`config.mk`:
```
export PLATFORM = sky130hd
export DESIGN_NAME = cim_top
export DESIGN_NICKNAME = d
export VERILOG_FILES = /design/src/rtl/cim_pkg.sv /design/src/rtl/cim_comparator.sv /design/src/rtl/cim_top.sv
export SDC_FILE = /design/constraint.sdc
export NUM_CORES = 1
export LEC_CHECK = 0
export BUFFER_PORTS_ARGS = -buffer_cell sky130_fd_sc_hd__buf_2
export CAP_MARGIN = 10
export CELL_PAD_IN_SITES_DETAIL_PLACEMENT = 0
export CELL_PAD_IN_SITES_GLOBAL_PLACEMENT = 1
export CORE_MARGIN = 8
export CORE_UTILIZATION = 40
export DETAILED_ROUTE_END_ITERATION = 6
export GPL_ROUTABILITY_DRIVEN = 1
export PLACE_DENSITY = 0.78
export SKIP_CTS_REPAIR_TIMING = 1
export SLEW_MARGIN = 15
export SYNTH_ARGS = -nofsm -noshare
export SYNTH_HDL_FRONTEND = slang
export SYNTH_SLANG_ARGS = --single-unit
export TNS_END_PERCENT = 100
```
`constraint.sdc`:
```
create_clock -name aclk -period 2.3 [get_ports aclk]
set_clock_uncertainty 0.05 [all_clocks]
set_input_delay 0.115 -clock aclk [delete_from_list [all_inputs] [get_ports aclk]]
set_output_delay 0.115 -clock aclk [all_outputs]
set_load 0.02 [all_outputs]
```
`src/rtl/cim_pkg.sv`:
```
// Package: register map, field layout and carrier types of the context mask block
// ============================================================
// Summary of operation
// - One 32-bit mask register is used when context identifiers are compared.
// - That single mask is shared by every implemented context comparator.
// - A mask bit of 1 removes that bit position from the comparison.
// - The comparator count may be zero and is shown in config code bits 25:24.
// - The mask register exists only from trace version 2.0 onward.
// - Register numbers 0x70 to 0x77 are kept for up to eight vendor registers.
// - Vendor register 0x70 is always present so a debugger can probe it.
// - Enable field 7:4 at zero makes the unit act as if no extension exists.
// - Trace unit reset clears the enable field to zero.
// - The enable field is writable only while config ext bit 11 is set.
// - Presence field 3:0 is read-only and zero means no extensions.
// - Each register sits at byte offset four times its register number.
// - Value and mask registers are write-only unless config ext bit 11 is 1.
// - Each comparator holds a full 32-bit value for comparison.
package cim_pkg;

  // ==========================================================
  // Register numbers and byte offsets
  localparam logic [7:0] CIM_NUM_VALUE0 = 8'h6C;
  localparam logic [7:0] CIM_NUM_MASK = 8'h6F;
  localparam logic [7:0] CIM_NUM_EXT0 = 8'h70;
  localparam logic [7:0] CIM_NUM_EXT_LAST = 8'h77;
  localparam logic [7:0] CIM_NUM_CCR = 8'h01;
  localparam logic [7:0] CIM_NUM_CCER = 8'h7A;
  localparam int CIM_ADDR_W = 10;
  // Byte offset is four times the register number
  localparam logic [9:0] CIM_OFF_VALUE0 = {CIM_NUM_VALUE0, 2'b00};
  localparam logic [9:0] CIM_OFF_MASK = {CIM_NUM_MASK, 2'b00};
  localparam logic [9:0] CIM_OFF_EXT0 = {CIM_NUM_EXT0, 2'b00};
  localparam logic [9:0] CIM_OFF_EXT_LAST = {CIM_NUM_EXT_LAST, 2'b00};
  localparam logic [9:0] CIM_OFF_CCR = {CIM_NUM_CCR, 2'b00};
  localparam logic [9:0] CIM_OFF_CCER = {CIM_NUM_CCER, 2'b00};

  // ==========================================================
  // Field positions
  localparam int CIM_CCR_CNT_LSB = 24;
  localparam int CIM_CCER_RDEN_BIT = 11;
  localparam int CIM_EXT_EN_LSB = 4;
  localparam int CIM_EXT_PRES_LSB = 0;

  // ==========================================================
  // Reset values
  localparam logic [31:0] CIM_MASK_RST = 32'h0000_0000;
  localparam logic [31:0] CIM_VALUE_RST = 32'h0000_0000;
  localparam logic [3:0] CIM_EXT_EN_RST = 4'h0;
  localparam logic [3:0] CIM_EXT_PRES = 4'h0;
  localparam logic [31:0] CIM_CCER_RST = 32'h0000_0000;

  // ==========================================================
  // Bus answers
  localparam logic [1:0] CIM_RESP_OKAY = 2'b00;
  localparam logic [1:0] CIM_RESP_SLVERR = 2'b10;

  // Write request carrier
  typedef struct packed {
    logic [9:0] addr;
    logic [31:0] data;
    logic [3:0] strb;
  } cim_wreq_t;

  // Read or write response carrier
  typedef struct packed {
    logic [31:0] data;
    logic [1:0] resp;
  } cim_rsp_t;

  // Bus slave states
  typedef enum logic [1:0] {
    CIM_IDLE = 2'b00,
    CIM_RESP = 2'b01
  } cim_state_t;

endpackage : cim_pkg

```
`src/rtl/cim_comparator.sv`:
```
// Single masked context identifier comparator
`timescale 1ns/1ps
module cim_comparator
  import cim_pkg::*;
(
  input wire logic [31:0] context_id,
  input wire logic [31:0] value,
  input wire logic [31:0] mask,
  output logic match
);

  // Masked bits drop out of the compare
  wire [31:0] diff = (context_id ^ value) & ~mask;
  assign match = (diff == 32'h0000_0000);

endmodule : cim_comparator

```
`src/rtl/cim_top.sv`:
```
// Context mask and vendor extension registers with AXI4-Lite slave
`timescale 1ns/1ps
module cim_top
  import cim_pkg::*;
#(
  parameter int NUM_CMP = 3,
  parameter bit HAS_MASK = 1'b1
) (
  input wire logic aclk,
  input wire logic aresetn,
  input wire logic [CIM_ADDR_W-1:0] s_axi_awaddr,
  input wire logic s_axi_awvalid,
  output logic s_axi_awready,
  input wire logic [31:0] s_axi_wdata,
  input wire logic [3:0] s_axi_wstrb,
  input wire logic s_axi_wvalid,
  output logic s_axi_wready,
  output logic [1:0] s_axi_bresp,
  output logic s_axi_bvalid,
  input wire logic s_axi_bready,
  input wire logic [CIM_ADDR_W-1:0] s_axi_araddr,
  input wire logic s_axi_arvalid,
  output logic s_axi_arready,
  output logic [31:0] s_axi_rdata,
  output logic [1:0] s_axi_rresp,
  output logic s_axi_rvalid,
  input wire logic s_axi_rready,
  input wire logic [31:0] context_id,
  output logic [2:0] context_match,
  output logic ext_active
);

  // ==========================================================
  // Write channel capture
  // Address and data are held until both arrived, in either order.
  cim_wreq_t wreq;
  logic aw_held;
  logic w_held;
  cim_state_t wstate;
  logic [1:0] bresp;

  wire aw_take = s_axi_awvalid & ~aw_held & (wstate == CIM_IDLE);
  wire w_take = s_axi_wvalid & ~w_held & (wstate == CIM_IDLE);
  assign s_axi_awready = ~aw_held & (wstate == CIM_IDLE);
  assign s_axi_wready = ~w_held & (wstate == CIM_IDLE);
  wire wr_fire = aw_held & w_held;

  // Capture address
  always_ff @(posedge aclk) begin
    if (!aresetn) begin
      aw_held <= 1'b0;
      wreq.addr <= '0;
    end else if (aw_take) begin
      aw_held <= 1'b1;
      wreq.addr <= s_axi_awaddr;
    end else if (wr_fire) begin
      aw_held <= 1'b0;
    end
  end

  // Capture data and strobes
  always_ff @(posedge aclk) begin
    if (!aresetn) begin
      w_held <= 1'b0;
      wreq.data <= '0;
      wreq.strb <= '0;
    end else if (w_take) begin
      w_held <= 1'b1;
      wreq.data <= s_axi_wdata;
      wreq.strb <= s_axi_wstrb;
    end else if (wr_fire) begin
      w_held <= 1'b0;
    end
  end

  // ==========================================================
  // Write decode
  wire [CIM_ADDR_W-1:0] wa = {wreq.addr[CIM_ADDR_W-1:2], 2'b00};
  wire wsel_mask = wr_fire & HAS_MASK & (NUM_CMP > 0) &
                   (wa == CIM_OFF_MASK);
  wire wsel_ext = wr_fire & (wa == CIM_OFF_EXT0);
  wire wsel_ccer = wr_fire & (wa == CIM_OFF_CCER);
  wire wsel_ext_rsv = wr_fire & (wa > CIM_OFF_EXT0) &
                      (wa <= CIM_OFF_EXT_LAST);
  wire wsel_ccr = wr_fire & (wa == CIM_OFF_CCR);
  logic [NUM_CMP-1:0] wsel_val;
  logic [31:0] strb_mask;

  // Byte lane expansion of write strobes
  assign strb_mask = {{8{wreq.strb[3]}}, {8{wreq.strb[2]}},
                      {8{wreq.strb[1]}}, {8{wreq.strb[0]}}};

  // ==========================================================
  // Registers
  logic [31:0] mask_q;
  logic [31:0] value_q [NUM_CMP];
  logic [31:0] ccer_q;
  logic [3:0] ext_en_q;
  wire prog_rd_en = ccer_q[CIM_CCER_RDEN_BIT];

  // One shared 32-bit mask for all comparators
  always_ff @(posedge aclk) begin
    if (!aresetn) begin
      mask_q <= CIM_MASK_RST;
    end else if (wsel_mask) begin
      mask_q <= (mask_q & ~strb_mask) | (wreq.data & strb_mask);
    end
  end

  // Comparator value registers and comparators
  genvar gi;
  generate
    for (gi = 0; gi < NUM_CMP; gi++) begin : g_cmp
      logic hit;
      assign wsel_val[gi] = wr_fire &
        (wa == CIM_OFF_VALUE0 + CIM_ADDR_W'(4 * gi));
      always_ff @(posedge aclk) begin
        if (!aresetn) begin
          value_q[gi] <= CIM_VALUE_RST;
        end else if (wsel_val[gi]) begin
          value_q[gi] <= (value_q[gi] & ~strb_mask) |
                         (wreq.data & strb_mask);
        end
      end
      cim_comparator u_cmp (
        .context_id(context_id),
        .value(value_q[gi]),
        .mask(HAS_MASK ? mask_q : 32'h0000_0000),
        .match(hit)
      );
      // Software keeps masked value bits zero; no correction here
      if (gi < 3) begin : g_out
        assign context_match[gi] = hit;
      end
    end
    for (gi = NUM_CMP; gi < 3; gi++) begin : g_none
      assign context_match[gi] = 1'b0;
    end
  endgenerate

  // Config ext register, holds the programming readback bit
  always_ff @(posedge aclk) begin
    if (!aresetn) begin
      ccer_q <= CIM_CCER_RST;
    end else if (wsel_ccer && wreq.strb[1]) begin
      ccer_q[CIM_CCER_RDEN_BIT] <= wreq.data[CIM_CCER_RDEN_BIT];
    end
  end

  // Extension enable: cleared on reset, gated by bit 11
  always_ff @(posedge aclk) begin
    if (!aresetn) begin
      ext_en_q <= CIM_EXT_EN_RST;
    end else if (wsel_ext && prog_rd_en && wreq.strb[0]) begin
      ext_en_q <= wreq.data[CIM_EXT_EN_LSB +: 4];
    end
  end

  // No extensions are built, so the unit behaves plainly either way
  assign ext_active = (ext_en_q != 4'h0) & (CIM_EXT_PRES != 4'h0);

  // Write response; unmapped targets answer SLVERR, writes to the read-only config code answer OKAY
  wire wr_ok = wsel_mask | wsel_ext | wsel_ccer | (|wsel_val) |
               wsel_ext_rsv | wsel_ccr;

  always_ff @(posedge aclk) begin
    if (!aresetn) begin
      wstate <= CIM_IDLE;
      bresp <= CIM_RESP_OKAY;
    end else begin
      case (wstate)
        CIM_IDLE: begin
          if (wr_fire) begin
            wstate <= CIM_RESP;
            bresp <= wr_ok ? CIM_RESP_OKAY : CIM_RESP_SLVERR;
          end
        end
        CIM_RESP: begin
          if (s_axi_bready) begin
            wstate <= CIM_IDLE;
          end
        end
        default: begin
          wstate <= CIM_IDLE;
        end
      endcase
    end
  end

  assign s_axi_bvalid = (wstate == CIM_RESP);
  assign s_axi_bresp = bresp;

  // ==========================================================
  // Read path
  cim_state_t rstate;
  cim_rsp_t rrsp;
  wire ar_take = s_axi_arvalid & (rstate == CIM_IDLE);
  assign s_axi_arready = (rstate == CIM_IDLE);
  wire [CIM_ADDR_W-1:0] ra = {s_axi_araddr[CIM_ADDR_W-1:2], 2'b00};

  // Read decode, an if-chain over the map
  logic [31:0] rd_data;
  logic [1:0] rd_resp;
  logic [31:0] ccr_word;
  logic [31:0] ext_word;
  logic [31:0] val_rd;

  // Comparator count field
  assign ccr_word = 32'(NUM_CMP[1:0]) << CIM_CCR_CNT_LSB;
  // Presence read-only, enable in its nibble
  assign ext_word = {24'h00_0000, ext_en_q, CIM_EXT_PRES};

  // Value readback select
  always_comb begin
    val_rd = 32'h0000_0000;
    for (int i = 0; i < NUM_CMP; i++) begin
      if (ra == CIM_OFF_VALUE0 + CIM_ADDR_W'(4 * i)) begin
        val_rd = value_q[i];
      end
    end
  end

  wire rsel_val = (ra >= CIM_OFF_VALUE0) &
                  (ra < CIM_OFF_VALUE0 + CIM_ADDR_W'(4 * NUM_CMP));
  wire rsel_mask = HAS_MASK & (NUM_CMP > 0) & (ra == CIM_OFF_MASK);

  // Mapped reads; write-only data reads zero unless bit 11 set
  always_comb begin
    rd_resp = CIM_RESP_OKAY;
    if (ra == CIM_OFF_EXT0) begin
      rd_data = ext_word;
    end else if ((ra > CIM_OFF_EXT0) && (ra <= CIM_OFF_EXT_LAST)) begin
      rd_data = 32'h0000_0000;
    end else if (rsel_mask) begin
      rd_data = prog_rd_en ? mask_q : 32'h0000_0000;
    end else if (rsel_val) begin
      rd_data = prog_rd_en ? val_rd : 32'h0000_0000;
    end else if (ra == CIM_OFF_CCR) begin
      rd_data = ccr_word;
    end else if (ra == CIM_OFF_CCER) begin
      rd_data = ccer_q;
    end else begin
      rd_data = 32'h0000_0000;
      rd_resp = CIM_RESP_SLVERR;
    end
  end

  // Read response register
  always_ff @(posedge aclk) begin
    if (!aresetn) begin
      rstate <= CIM_IDLE;
      rrsp <= '0;
    end else if (ar_take) begin
      rstate <= CIM_RESP;
      rrsp <= '{data: rd_data, resp: rd_resp};
    end else if ((rstate == CIM_RESP) && s_axi_rready) begin
      rstate <= CIM_IDLE;
    end
  end

  assign s_axi_rvalid = (rstate == CIM_RESP);
  assign s_axi_rdata = rrsp.data;
  assign s_axi_rresp = rrsp.resp;

endmodule : cim_top

```
==> key figures <==
Setup path
  – Critical path class: register to primary output
  – Crit end category: primary output
  – Crit-path max FO: 3
  – Worst path required time: 2.13 ns
  – Worst setup SP type: register
  – CP Data Arrival Time: 2.09 ns

Routing
  – Iter 0 DRT Violations: around 800
  – Routed via count: 9,182
  – Number of routed nets with antenna violations: 0
  – Drc violations: 0
  – Pre-antenna DRT Iters: 5
  – Routed len/inst: 20.9 µm
  – Vias per cell: 5.46
  – Total Wirelength: 35,200 µm

Cells and area
  – Layout cell share with drive strength beyond 1: 0.179
  – Number of antenna diodes: 0
  – Final #Nets: 1,413
  – Commonest non-fill, non-tap cell in the layout: nand2_1
  – Layout Utilization: 0.496
  – Layout area overhead: 23.2%
  – Most frequent cells in the layout: nand2_1, buf_2, dfxtp_1

CTS
  – Clock H-tree levels: 1
  – CTS tree: yes
  – Worst-Skew Late Latency: 0.52 ns
  – Clock buffers created by TritonCTS: 25
  – CTS sink count: 215
  – Root buf cell: clkbuf_16
  – Max clock buf depth: 3
  – Clk pin slew, worst setup/hold paths: 0.06 ns

Placement
  – Placer Congestion: between 0.9 and 1
  – DP Wirelength: 24,400 µm
  – Port bufs: 132

Timing
  – Fin Hold WS: -0.0455 ns
  – Slew Viols, Final: 0
  – Count of final setup violators: 0
  – Max-slew headroom: 0.617
  – Fin crit period: 2.26 ns
  – Final TNS setup: 0 ns
  – Max Fclk: approximately 440 MHz
  – Tcrit/Tclk final: 0.981
  – Tightest Pin Transition: 0.571 ns
  – Final hold vios: 1
  – RSZ-0062 raised after global routing: no

Power
  – Psw: 2.30 mW
  – Clock share of power: 0.437
  – P_int: 7.09 mW
  – LEAKAGE: roughly 5.3 nW
  – Peak VDD IR: 381 µV
  – Sw frac: 0.245
  – Comb power frac: 0.110
  – Flop pwr share: 0.453
  – PwrDens: between 600 and 700 mW/mm²

GRT
  – Initial antenna violation count: 1
  – Global-route wire length before repair: about 54,000 µm
  – Vias in the first global route: 9,115
  – Largest net degree at the start of global routing: between 50 and 60
  – GRT Util Overall: 0.205
  – GRT overflow: 0

Floorplanning
  – Die Area: 0.0332 mm²
  – Number of I/O pins: 140
  – Initial Util: 0.403
  – Die X: 182 µm
  – Core Box Area: approximately 0.027 mm²
  – FP Rows: between 60 and 70
  – Chip Height: about 180 µm

Logic synthesis
  – Synth Instances: 1,147
  – Synthesis Warnings: 0
  – Synthesized flop and latch total: approximately 220
  – Primary FF master, synth: dfxtp_1
  – Mapped Area: 0.0111 mm²
  – Post-synth ARST share: 0
  – Synth cell types: 52
  – Post-synth EDFFs: 96
  – Register area share after synthesis: 0.476
  – Syn avg cell area: between 9 and 10 µm²

Run
  – Max-cap violations: 0

Outcome
  – Status: complete, but fails checks
  – Failing checks: hold timing

Min path
  – Worst min path class: primary input to register
==> metal layers <==
layer	up-vias	GRT usage	share of wire	routed length, µm
met5	-	0	0.00023	8
met1	4390	0.272	0.44	15500
met2	333	0.344	0.47	16500
met4	2	0.0521	0.019	682
li1	4411	-	-	-
met3	46	0.0322	0.069	2440
==> cells by family after synthesis <==
logic type / after synthesis / synth area share
other: 1 / 0.000339
AND/OR/NAND/NOR: 404 / 0.184
buffers and inverters: 81 / 0.0308
flip-flops: 215 / 0.476
AO/OA/AOI/OAI: 281 / 0.163
XOR/XNOR: 96 / 0.0760
multiplexers: 69 / 0.0705
==> critical path, cell delays in order (launching register included) <==
cell and delay, ns:
edfxtp_1 0.43, xnor2_1 0.21, o22ai_1 0.14, nor4_2 0.33, and4_1 0.30, buf_4 0.16
==> worst paths after layout <==
path | slack (ns) | start | end | depth (start not counted)
setup reg to reg | 0.41 | ccer_q[11] | s_axi_rdata[28] | 6
hold reg to reg | 0.38 | s_axi_rdata[13] | s_axi_rdata[13] | 2
setup / recovery | 0.04 | value_q[2][9] | context_match[2] | 5
hold / removal | -0.05 | s_axi_araddr[6] | s_axi_rdata[11] | 3
==> cell type report <==
class                           instances  area [µm²]
Fill cell                            2610       13800
Timing Repair Buffer                  218        1490
Clock inverter                         10         124
Sequential cell                       215        5270
Inverter                                5        18.8
Clock buffer                           35         724
Multi-Input combinational cell        853        5580
Tap cell                              346         433
==> through the flow <==
step	hold WS [ns]	power, mW	instances	cell area (µm²)	worst slack, ns
after global routing	0.00335	9.70	1682	13600	0.00222
after detailed placement	0.322	5.28	1586	12200	0.433
after CTS	-0.222	9.37	1631	13000	-0.0852
after global placement	0.319	5.26	1586	12200	0.458
final	-0.0455	9.39	1682	13600	0.0430
after floorplan	0.203	4.88	1149	11100	0.155
==> power groups by stage <==
stage	registers (mW)	logic, mW	clock network (mW)
after floorplan	4.28	0.591	0
after global placement	4.33	0.937	0
after detailed placement	4.33	0.944	0
after CTS	4.25	0.948	4.17
after global routing	4.27	1.11	4.32
final	4.25	1.03	4.11
==> synthesized netlist by cell type (all sizes together), types with 4 or more instances <==
| library cell | n | area share |
|---|---|---|
| a21boi | 48 | 0.033 |
| a21o | 9 | 0.0061 |
| a21oi | 102 | 0.046 |
| a22o | 9 | 0.0071 |
| a22oi | 16 | 0.011 |
| a31oi | 5 | 0.0028 |
| and2 | 4 | 0.0023 |
| buf | 15 | 0.0084 |
| clkbuf | 61 | 0.021 |
| dfxtp | 119 | 0.22 |
| edfxtp | 96 | 0.26 |
| inv | 5 | 0.0017 |
| mux2i | 61 | 0.055 |
| mux4 | 7 | 0.014 |
| nand2 | 234 | 0.079 |
| nand2b | 100 | 0.057 |
| nand3b | 5 | 0.0034 |
| nand4 | 5 | 0.0051 |
| nand4b | 6 | 0.0048 |
| nor2b | 8 | 0.0045 |
| nor3 | 7 | 0.0042 |
| nor4 | 16 | 0.011 |
| o21ai | 14 | 0.0063 |
| o22ai | 48 | 0.027 |
| o2bb2ai | 16 | 0.013 |
| o31ai | 8 | 0.0054 |
| xnor2 | 96 | 0.076 |
Power figures use the tool's default switching activity.
